===== src/verilog/bfc_map.vh =====
// Register offsets, field positions, reset values and decode constants.
`ifndef BFC_MAP_VH
`define BFC_MAP_VH
`define BFC_OFF_CTRL 8'h3e
`define BFC_OFF_CAPID 8'h50
`define BFC_OFF_NEXT 8'h51
`define BFC_OFF_CMD 8'h04
`define BFC_OFF_STAT 8'h70
`define BFC_OFF_MASK 8'h74
`define BFC_CAPID_VAL 8'h01
`define BFC_NEXT_VAL 8'h60
`define BFC_CTRL_RST 6'h00
`define BFC_CMD_RST 3'h0
`define BFC_B_PAR 0
`define BFC_B_SERR 1
`define BFC_B_ISA 2
`define BFC_B_VGA 3
`define BFC_B_LEGACY_VIDEO_FULL_DECODE 4
`define BFC_B_MAM 5
`define BFC_CMD_IO 0
`define BFC_CMD_MEM 1
`define BFC_CMD_SERR 2
`define BFC_VGA_MEM_LO 32'h000a0000
`define BFC_VGA_MEM_HI 32'h000bffff
`define BFC_VGA_IO_A_LO 10'h3b0
`define BFC_VGA_IO_A_HI 10'h3bb
`define BFC_VGA_IO_B_LO 10'h3c0
`define BFC_VGA_IO_B_HI 10'h3df
`define BFC_ISA_ALIAS_MIN 10'h100
`define BFC_ALL_ONES 32'hffffffff
`define BFC_EV_SERR 0
`define BFC_EV_PERR 1
`define BFC_EV_PWMA 2
`define BFC_EV_W 3
`endif


===== src/verilog/bfc_decode.v =====
// Address decode for downstream and upstream forwarding of one access.
`include "bfc_map.vh"
module bfc_decode (
	input wire [31:0] addr_i,
	input wire is_io_i,
	input wire is_mem_i,
	input wire in_window_i,
	input wire vga_en_i,
	input wire legacy_video_full_decode_i,
	input wire isa_en_i,
	input wire io_en_i,
	input wire mem_en_i,
	output wire down_o,
	output wire up_o
);
	function vga_io_hit;
		input [31:0] a;
		input full;
		begin
			vga_io_hit = (a[31:16] == 16'h0000) &&
				(!full || a[15:10] == 6'h00) &&
				((a[9:0] >= `BFC_VGA_IO_A_LO && a[9:0] <= `BFC_VGA_IO_A_HI) ||
				(a[9:0] >= `BFC_VGA_IO_B_LO && a[9:0] <= `BFC_VGA_IO_B_HI));
		end
	endfunction
	wire vga_mem = is_mem_i && addr_i >= `BFC_VGA_MEM_LO &&
		addr_i <= `BFC_VGA_MEM_HI;
	wire vga_io = is_io_i && vga_io_hit(addr_i, legacy_video_full_decode_i);
	wire vga_hit = vga_en_i && (vga_mem || vga_io);
	// Aliased ISA range: top 768 bytes of every 1 KB block in first 64 KB.
	wire isa_alias = is_io_i && addr_i[31:16] == 16'h0000 &&
		addr_i[9:0] >= `BFC_ISA_ALIAS_MIN;
	wire isa_block = isa_en_i && isa_alias && in_window_i;
	wire type_ok = (is_io_i && io_en_i) || (is_mem_i && mem_en_i);
	assign down_o = type_ok &&
		(vga_hit || (in_window_i && !isa_block));
	// Secondary-side access that is not a VGA hit is forwarded up when outside the window,
	// or when it is an ISA alias inside the window with ISA set.
	assign up_o = !vga_hit &&
		(!in_window_i || isa_block);
endmodule // bfc_decode


===== src/verilog/bfc_abort.v =====
// Master-abort and unsupported-request response selection.
`include "bfc_map.vh"
module bfc_abort (
	input wire mam_i,
	input wire pci_mabort_i,
	input wire pci_is_read_i,
	input wire pci_posted_i,
	input wire [31:0] pci_rdata_i,
	input wire pcie_ur_i,
	output wire [31:0] rdata_o,
	output wire drop_wr_o,
	output wire send_ur_o,
	output wire tabort_o,
	output wire pw_err_o
);
	assign rdata_o = (pci_mabort_i && !mam_i && pci_is_read_i) ?
		`BFC_ALL_ONES : pci_rdata_i;
	assign drop_wr_o = pci_mabort_i && !pci_is_read_i && !mam_i;
	assign send_ur_o = pci_mabort_i && mam_i && !pci_posted_i;
	assign tabort_o = pcie_ur_i && mam_i;
	assign pw_err_o = pci_mabort_i && pci_posted_i && mam_i;
endmodule // bfc_abort


===== src/verilog/bfc_top.v =====
// Bridge forwarding control bits, decode and error routing.
//
// Strobed register access was left to the implementer.
`include "bfc_map.vh"
// Overview of operation
// - ABORT_RESPONSE_MODE clear: all-ones reads, dropped writes
// - ABORT_RESPONSE_MODE set: non-posted PCI master abort gives UR
// - ABORT_RESPONSE_MODE set: PCIe UR gives target abort
// - ABORT_RESPONSE_MODE set: posted-write master abort signals error
// - Full decode checks I/O bits 15:10
// - VGA memory window forwarded downstream
// - VGA I/O ranges forwarded downstream
// - VGA accesses never forwarded upstream
// - VGA ignores ISA/windows, needs space enables
// - ISA set blocks downstream alias I/O
// - ISA set forwards alias I/O upstream
// - Secondary SERR forwarded only when both enabled
// - Parity response bit gates secondary error reports
// - PCI data errors always forwarded poisoned
// - Pm_capability_identifier reads fixed PM code
// - Next pointer reads MSI capability offset
module bfc_top (
	input wire clk_i,
	input wire arst_n_i,
	input wire [7:0] reg_addr_i,
	input wire [31:0] reg_wdata_i,
	input wire reg_wr_i,
	input wire reg_rd_i,
	output reg [31:0] reg_rdata_o,
	output wire irq_o,
	input wire dec_valid_i,
	input wire dec_from_sec_i,
	input wire [31:0] dec_addr_i,
	input wire dec_is_io_i,
	input wire dec_is_mem_i,
	input wire dec_in_window_i,
	output reg dec_done_o,
	output reg dec_forward_o,
	input wire ab_mabort_i,
	input wire ab_is_read_i,
	input wire ab_posted_i,
	input wire [31:0] ab_rdata_i,
	input wire ab_pcie_ur_i,
	output reg [31:0] ab_rdata_o,
	output reg ab_drop_wr_o,
	output reg ab_send_ur_o,
	output reg ab_tabort_o,
	input wire sec_serr_n_i,
	input wire sec_perr_i,
	input wire pci_data_err_i,
	output reg pri_serr_o,
	output reg sec_perr_report_o,
	output reg poison_o
);
	reg [5:0] ctrl_q;
	reg [2:0] cmd_q;
	reg [`BFC_EV_W-1:0] stat_q;
	reg [`BFC_EV_W-1:0] mask_q;
	reg [2:0] serr_sync_q;
	reg serr_q;
	wire dec_down;
	wire dec_up;
	wire [31:0] ab_rdata;
	wire ab_drop;
	wire ab_ur;
	wire ab_ta;
	wire ab_pw_err;
	wire serr_fwd;
	wire perr_rep;
	wire [`BFC_EV_W-1:0] ev;

	// Control bits change only on a register write; every access is decoded
	// in one cycle against the bits that stand at its own edge.
	always @(posedge clk_i or negedge arst_n_i) begin
		if (!arst_n_i) begin
			ctrl_q <= `BFC_CTRL_RST;
			cmd_q <= `BFC_CMD_RST;
			mask_q <= {`BFC_EV_W{1'b0}};
		end else if (reg_wr_i) begin
			case (reg_addr_i)
				`BFC_OFF_CTRL: begin
					ctrl_q <= reg_wdata_i[5:0];
				end
				`BFC_OFF_CMD: begin
					cmd_q[`BFC_CMD_IO] <= reg_wdata_i[0];
					cmd_q[`BFC_CMD_MEM] <= reg_wdata_i[1];
					cmd_q[`BFC_CMD_SERR] <= reg_wdata_i[8];
				end
				`BFC_OFF_MASK: begin
					mask_q <= reg_wdata_i[`BFC_EV_W-1:0];
				end
				default: begin
				end
			endcase
		end
	end

	bfc_decode u_decode (
		.addr_i(dec_addr_i),
		.is_io_i(dec_is_io_i),
		.is_mem_i(dec_is_mem_i),
		.in_window_i(dec_in_window_i),
		.vga_en_i(ctrl_q[`BFC_B_VGA]),
		.legacy_video_full_decode_i(ctrl_q[`BFC_B_LEGACY_VIDEO_FULL_DECODE]),
		.isa_en_i(ctrl_q[`BFC_B_ISA]),
		.io_en_i(cmd_q[`BFC_CMD_IO]),
		.mem_en_i(cmd_q[`BFC_CMD_MEM]),
		.down_o(dec_down),
		.up_o(dec_up)
	);

	bfc_abort u_abort (
		.mam_i(ctrl_q[`BFC_B_MAM]),
		.pci_mabort_i(ab_mabort_i),
		.pci_is_read_i(ab_is_read_i),
		.pci_posted_i(ab_posted_i),
		.pci_rdata_i(ab_rdata_i),
		.pcie_ur_i(ab_pcie_ur_i),
		.rdata_o(ab_rdata),
		.drop_wr_o(ab_drop),
		.send_ur_o(ab_ur),
		.tabort_o(ab_ta),
		.pw_err_o(ab_pw_err)
	);

	// The secondary SERR pin is asynchronous; act once stages two and three
	// agree.
	always @(posedge clk_i or negedge arst_n_i) begin
		if (!arst_n_i) begin
			serr_sync_q <= 3'h0;
			serr_q <= 1'b0;
		end else begin
			serr_sync_q <= {serr_sync_q[1:0], !sec_serr_n_i};
			if (serr_sync_q[1] == serr_sync_q[2]) begin
				serr_q <= serr_sync_q[2];
			end
		end
	end

	assign serr_fwd = serr_q && ctrl_q[`BFC_B_SERR] &&
		cmd_q[`BFC_CMD_SERR];
	assign perr_rep = sec_perr_i && ctrl_q[`BFC_B_PAR];

	always @(posedge clk_i or negedge arst_n_i) begin
		if (!arst_n_i) begin
			dec_done_o <= 1'b0;
			dec_forward_o <= 1'b0;
			ab_rdata_o <= 32'h00000000;
			ab_drop_wr_o <= 1'b0;
			ab_send_ur_o <= 1'b0;
			ab_tabort_o <= 1'b0;
			pri_serr_o <= 1'b0;
			sec_perr_report_o <= 1'b0;
			poison_o <= 1'b0;
		end else begin
			dec_done_o <= dec_valid_i;
			dec_forward_o <= dec_valid_i &&
				(dec_from_sec_i ? dec_up : dec_down);
			ab_rdata_o <= ab_rdata;
			ab_drop_wr_o <= ab_drop;
			ab_send_ur_o <= ab_ur;
			ab_tabort_o <= ab_ta;
			pri_serr_o <= serr_fwd;
			sec_perr_report_o <= perr_rep;
			poison_o <= pci_data_err_i;
		end
	end

	assign ev = {ab_pw_err, perr_rep, serr_fwd};

	// Sticky status; a new event wins over a write-one clear.
	always @(posedge clk_i or negedge arst_n_i) begin
		if (!arst_n_i) begin
			stat_q <= {`BFC_EV_W{1'b0}};
		end else begin
			if (reg_wr_i && reg_addr_i == `BFC_OFF_STAT) begin
				stat_q <= (stat_q & ~reg_wdata_i[`BFC_EV_W-1:0]) | ev;
			end else begin
				stat_q <= stat_q | ev;
			end
		end
	end

	assign irq_o = |(stat_q & mask_q);

	always @(posedge clk_i or negedge arst_n_i) begin
		if (!arst_n_i) begin
			reg_rdata_o <= 32'h00000000;
		end else if (reg_rd_i) begin
			case (reg_addr_i)
				`BFC_OFF_CTRL: begin
					reg_rdata_o <= {26'h0000000, ctrl_q};
				end
				`BFC_OFF_CAPID: begin
					reg_rdata_o <= {24'h000000, `BFC_CAPID_VAL};
				end
				`BFC_OFF_NEXT: begin
					reg_rdata_o <= {24'h000000, `BFC_NEXT_VAL};
				end
				`BFC_OFF_CMD: begin
					reg_rdata_o <= {23'h000000, cmd_q[`BFC_CMD_SERR], 6'h00,
						cmd_q[`BFC_CMD_MEM], cmd_q[`BFC_CMD_IO]};
				end
				`BFC_OFF_STAT: begin
					reg_rdata_o <= {29'h00000000, stat_q};
				end
				`BFC_OFF_MASK: begin
					reg_rdata_o <= {29'h00000000, mask_q};
				end
				default: begin
					reg_rdata_o <= 32'h00000000;
				end
			endcase
		end else begin
			reg_rdata_o <= 32'h00000000;
		end
	end
endmodule // bfc_top


===== config.mk =====
export PLATFORM = sky130hd
export DESIGN_NAME = bfc_top
export DESIGN_NICKNAME = d
export VERILOG_FILES = /design/src/verilog/bfc_decode.v /design/src/verilog/bfc_abort.v /design/src/verilog/bfc_top.v
export VERILOG_INCLUDE_DIRS = /design/src /design/src/verilog
export SDC_FILE = /design/constraint.sdc
export NUM_CORES = 1
export LEC_CHECK = 0
export BUFFER_PORTS_ARGS = -buffer_cell sky130_fd_sc_hd__buf_2
export CAP_MARGIN = 5
export CORE_MARGIN = 2
export CORE_UTILIZATION = 38
export CTS_CLUSTER_SIZE = 30
export DETAILED_ROUTE_END_ITERATION = 7
export PLACE_DENSITY = 0.77
export SLEW_MARGIN = 20
export SYNTH_ARGS = -nofsm -noshare
export SYNTH_HDL_FRONTEND = slang
export SYNTH_SLANG_ARGS = --single-unit

===== constraint.sdc =====
create_clock -name clk_i -period 1.22 [get_ports clk_i]
set_input_delay 0 -clock clk_i [delete_from_list [all_inputs] [get_ports clk_i]]
set_output_delay 0 -clock clk_i [all_outputs]
set_load 0.02 [all_outputs]

======== After elaboration in Yosys (flattened, before gate mapping) ========
Cells that the tools add are included.
cells by class
  order comparisons ....................... 7
  equal/unequal tests ..................... 7
  muxes and demuxes ....................... 5
  bitwise gates (word level) .............. 5
  reduce and logical (&&, ||, !) cells .... 51
operators by type and width
  kind                                                   count
  2-to-1 mux 32 bit                                      2
  case mux 9 bit (6 select lines)                        1
  equality test 8 x 7 -> 1 bit, second input constant    4
  >= comparator 32 x 20 -> 1 bit, second input constant  1
  <= comparator 32 x 20 -> 1 bit, second input constant  1
  logical AND 1 bit                                      31
  >= comparator 10 bit, second input constant            2
  <= comparator 10 bit, second input constant            2
  logical NOT 16 bit                                     1
  >= comparator 10 x 9 -> 1 bit, second input constant   1
  equality test 8 x 3 -> 1 bit, second input constant    1
  equality test 8 x 6 -> 1 bit, second input constant    1
  logical NOT 1 bit                                      8
  AND 3 bit                                              2
  logical NOT 6 bit                                      1
  logical OR 1 bit                                       6
  OR 3 bit                                               2
  AND reduction 2 bit                                    3
  2-to-1 mux 3 bit                                       1
  NOT 3 bit                                              1
  OR reduction 3 bit                                     1
  equality test 1 bit                                    1
  2-to-1 mux 1 bit                                       1
word-level totals
  bits in registers ....................... 91
  input bits .............................. 120
  output and inout bits ................... 73
  word-level logic and storage cells ...... 91

======== Depth between registers and ports, before layout ========
  depth after elaboration ................. 11
  gate-level depth with buffers ........... 5
  mapped depth without buffers ............ 5

======== Hierarchy ========
Synthesis repeated with hierarchy kept, for this count alone.
unflattened totals
  cell total of the unflattened synthesis .. 217
  area total of the unflattened synthesis .. 2795.2 um2
by module, submodules not included
  module      times used  cells each  area an instance (um2)  sequential area each (um2)
  bfc_top     1           155         2373.5                  1676.6
  bfc_abort   1           41          281.5                   0.0
  bfc_decode  1           21          140.1                   0.0

======== Least setup slack after synthesis ========
Ideal clock, no wire load.
  kind .................................... input-to-reg
  start ................................... input reg_addr_i[1]
  end ..................................... register stat_q[2]
  library setup time ...................... 122 ps
  arrival ................................. 1170 ps
  required time ........................... 1098 ps
  path slack .............................. -71 ps
  cell stages on the path ................. 5
  path buffers ............................ 0
  cell sequence ........................... or3b_4 -> nor4b_4 -> and3b_4 -> nand3_2 -> a32o_1
on the way
  cells in the longest elaborated chain, start to end .. 3
RTL lines
  item                                line           RTL
  from (decl)                         bfc_top.v:25   input wire [7:0] reg_addr_i,
  equality test 8 x 7 -> 1 bit        --
  logical AND 1 bit (no source line)  --
  2-to-1 mux 3 bit                    bfc_top.v:176  if (reg_wr_i && reg_addr_i == `BFC_OFF_STAT) begin
  to (signal assigned)                bfc_top.v:174  stat_q <= {`BFC_EV_W{1'b0}};
  to (signal assigned)                bfc_top.v:177  stat_q <= (stat_q & ~reg_wdata_i[`BFC_EV_W-1:0]) | ev;
  to (signal assigned)                bfc_top.v:179  stat_q <= stat_q | ev;
  to (decl)                           bfc_top.v:57   reg [`BFC_EV_W-1:0] stat_q;
Every way passes these cells.
A chain may end at the register's enable or synchronous reset.

======== Worst setup path after layout ========
  start ................................... register mask_q[2]
  end ..................................... output irq_o
on the way
  cells in the longest elaborated chain, start to end .. 2
RTL lines
  item                    line           RTL
  from (decl)             bfc_top.v:58   reg [`BFC_EV_W-1:0] mask_q;
  from (signal assigned)  bfc_top.v:78   mask_q <= {`BFC_EV_W{1'b0}};
  from (signal assigned)  bfc_top.v:90   mask_q <= reg_wdata_i[`BFC_EV_W-1:0];
  AND 3 bit               bfc_top.v:184  assign irq_o = |(stat_q & mask_q);
  OR reduction 3 bit      bfc_top.v:184
  to (decl)               bfc_top.v:30   output wire irq_o,
Every way passes these cells.

==> results.ini <==
[route]
drc_errors = 0
viasPerCell = 4.448
vias = 2411
dr.pass1.iters = 4
wirelength_um = 7173
routedWlPerCell_um = 13.23
ant_nets = 0
drtIter0Drc = 90

[floorplanning]
pin_count = 193
core_area_mm2 = 0.006869
die_h_um = 88.69
dieArea_mm2 = 0.007865
row_count = 30
die_x_um = 88.69
initial_utilization = 0.3967

[logic_synthesis]
synth_edf_count = 0
syn_inst = 219
yosys_warnings = 0
ys_ff_latch = 67
seq_area_frac_synth = 0.6152
synthTopCellsByCount = 67 x dfrtp_1, 32 x nand2b_1, 24 x buf_4
ys.flop_type = dfrtp_1
synth_most_common_cell = dfrtp_1
avgSynthCellArea_um2 = 12.44
synth_area_leaders = dfrtp_1 62%, nand2b_1 7.3%, buf_4 6.6%
synth_area_leader_cell = dfrtp_1
syn_area_mm2 = 0.002725
yosysUniqueCellTypes = 43
synth_top_area_share = 0.6152
async_flop_share = 1.000

[layout]
final_nets = 562
n_antenna_cell = 0
drive_gt1_frac = 0.4507
utilization = 0.6341
areaGrowthSynthToFinish_pct = 59.83
nFillCells = 535
finalInstanceArea_mm2 = 0.004355
fin_cells = 542

[timing]
fmax_mhz = 742.8
setup_viol = 1
finalMaxSlewViolations = 0
fin_crit_ns = 1.346
rsz0062_at_grt = yes
skew_ns = 0.006515
final_hold_viol_count = 0
period_share = 1.104
fin_ws_ns = -0.1263

[critical_path]
end_kind = output pin
cp_top_family = flip-flops
crit_start = mask_q[2]
crit_type = flip-flop to output pin
crit_required_ns = 1.22
r2r_start = mask_q[2]
worstSetupEndpoint = irq_o
critPathSlowestCell = dfrtp_1
cp_num_buf_inv = 2
r2r-end = reg_rdata_o[2]
path_depth = 3
max_stage_delay_ns = 0.39
path_cells = a222oi_1 > inv_1 > buf_6
crit_arrival_ns = 1.35
cp-start-kind = flip-flop
crit_path_max_fanout = 2
ff2ff_setup_slack_ns = 0.03
reg2reg_depth = 6

[clocking]
cts_root_buffer = clkbuf_8
clock_path_buffers = 2
clk_pin_slew_ns = 0.07
cts_num_sinks = 67
cts_htree_levels = 3
clock_latency_ns = 0.33
cts_buffers = 9
tritoncts = yes

[power]
netSwitchingFraction = 0.2557
ir_drop_mv = 0.6924
internal_power_w = 0.003738
switching_power_w = 0.001284
power_density_mw_per_mm2 = 1153
p_leak_nw = 2.228
p_total_w = 0.005022
seqPwrFrac = 0.478
p_comb_frac = 0.164
clkPwrFrac = 0.358

[run]
cap_violations = 0

[run_status]
status = finished with violations
violations = negative setup slack

[grt]
grt.total_usage = 0.1850
grt_pass1_vias = 2436
grt.overflow.total = 0
antenna_found_initial = 0
grt_first_pass_wirelength_um = 11030
grt_max_degree = 68

[place]
portBuffers = 141
place_area_mm2 = 0.003607
dp_cells = 471
hpwlAfterDp_um = 4810
gp_congestion = 0.8936
pre_cts_ws_ns = -0.2185

[min_path]
hold_path.class = primary input to flip-flop
hold_depth = 4

## tightest hold or removal path, delay by kind of cell
kind	cells	cell delay [ns]
multiplexers	1	0.07
AO/OA/AOI/OAI	2	0.15
buffers and inverters	1	0.08
## kinds of logic (layout without fill, tap and decap cells)
kind of cell / after synthesis / after routing / share of synthesized area
flops: 67 / 67 / 0.6152
fa+ha+maj: 1 / 1 / 0.003673
buf+inv: 34 / 238 / 0.07989
mux: 13 / 13 / 0.05326
other cells: 1 / 24 / 0.001376
compound gates: 25 / 25 / 0.06611
simple gates: 78 / 78 / 0.1804
## power by group through the flow
stage                     logic (W)  registers, W  clock network, W
after floorplan            0.000265       0.00254                 0
after global placement     0.000650       0.00244                 0
after detailed placement   0.000663       0.00244                 0
after CTS                  0.000810       0.00240           0.00185
after global routing       0.000896       0.00241           0.00194
final                      0.000823       0.00240           0.00180
## placed cells by master, fill, tap and decap left out, drive strengths merged, types with 2 or more instances in the layout
| cell | n |
|---|---|
| and2 | 2 |
| nand3b | 4 |
| mux2 | 12 |
| a21oi | 5 |
| buf | 166 |
| nor2 | 8 |
| a222oi | 2 |
| dlygate4sd3 | 50 |
| dfrtp | 67 |
| o21ai | 4 |
| nand2b | 32 |
| and3 | 3 |
| nor4 | 3 |
| inv | 7 |
| nand3 | 5 |
| nand2 | 9 |
| a22oi | 2 |
| clkbuf | 11 |
| nor4b | 2 |
| nand4 | 2 |
| conb | 24 |
| a21o | 2 |
| o31ai | 2 |
| clkinv | 2 |
## state kept, by name (all words and copies together) (netlist names), 3 cells and up
signal,count
ab_rdata_o,32
cmd_q,3
ctrl_q,6
mask_q,3
reg_rdata_o,8
serr_sync_q,3
stat_q,3
## what timing repair did
action                     4_1_cts  5_1_grt
pin swaps                        2        4
hold buffers                    50        0
setup endpoints to repair        2        2
resized for setup                0        5
buffers inserted                 3        3
hold endpoints to repair       130        0
## metal layers
layer / vias up / GRT usage / wire length (um)
met2: 106 / 0.3338 / 3738
li1: 1150 / - / -
met3: 16 / 0.04478 / 501
met4: 0 / 0.07438 / 134
met5: - / 0 / 0
met1: 1139 / 0.2089 / 2799
## worst min-delay path by stage
stage / start / endpoint / slack [ns]
global route: reg_wr_i / stat_q[2] / 0.02
floorplan: arst_n_i / ab_drop_wr_o / -0.30
detailed placement: arst_n_i / reg_rdata_o[8] / 0.05
global placement: arst_n_i / reg_rdata_o[8] / 0.04
CTS: reg_wr_i / stat_q[0] / 0.0006
finish: dec_in_window_i / dec_forward_o / 0.01
## area by class of cell
class | count | area [um^2] | share of cell area
Clock inverter | 4 | 51.30 | 0.01178
Timing Repair Buffer | 216 | 1413 | 0.3243
Clock buffer | 11 | 141.4 | 0.03246
Inverter | 7 | 26.28 | 0.006033
Sequential cell | 67 | 1677 | 0.3849
Tap cell | 96 | 120.1 | 0.02758
Multi-Input combinational cell | 141 | 927.1 | 0.2129
## per-stage QoR
stage | hold slack, ns | setup TNS, ns
floorplan | -0.2956 | -0.1784
global placement | 0.04256 | -1.978
detailed placement | 0.05022 | -2.139
CTS | 0.0006236 | -0.1450
global route | 0.01596 | -0.2357
finish | 0.01107 | -0.1263
No activity file was read; power rests on OpenSTA's default activity.
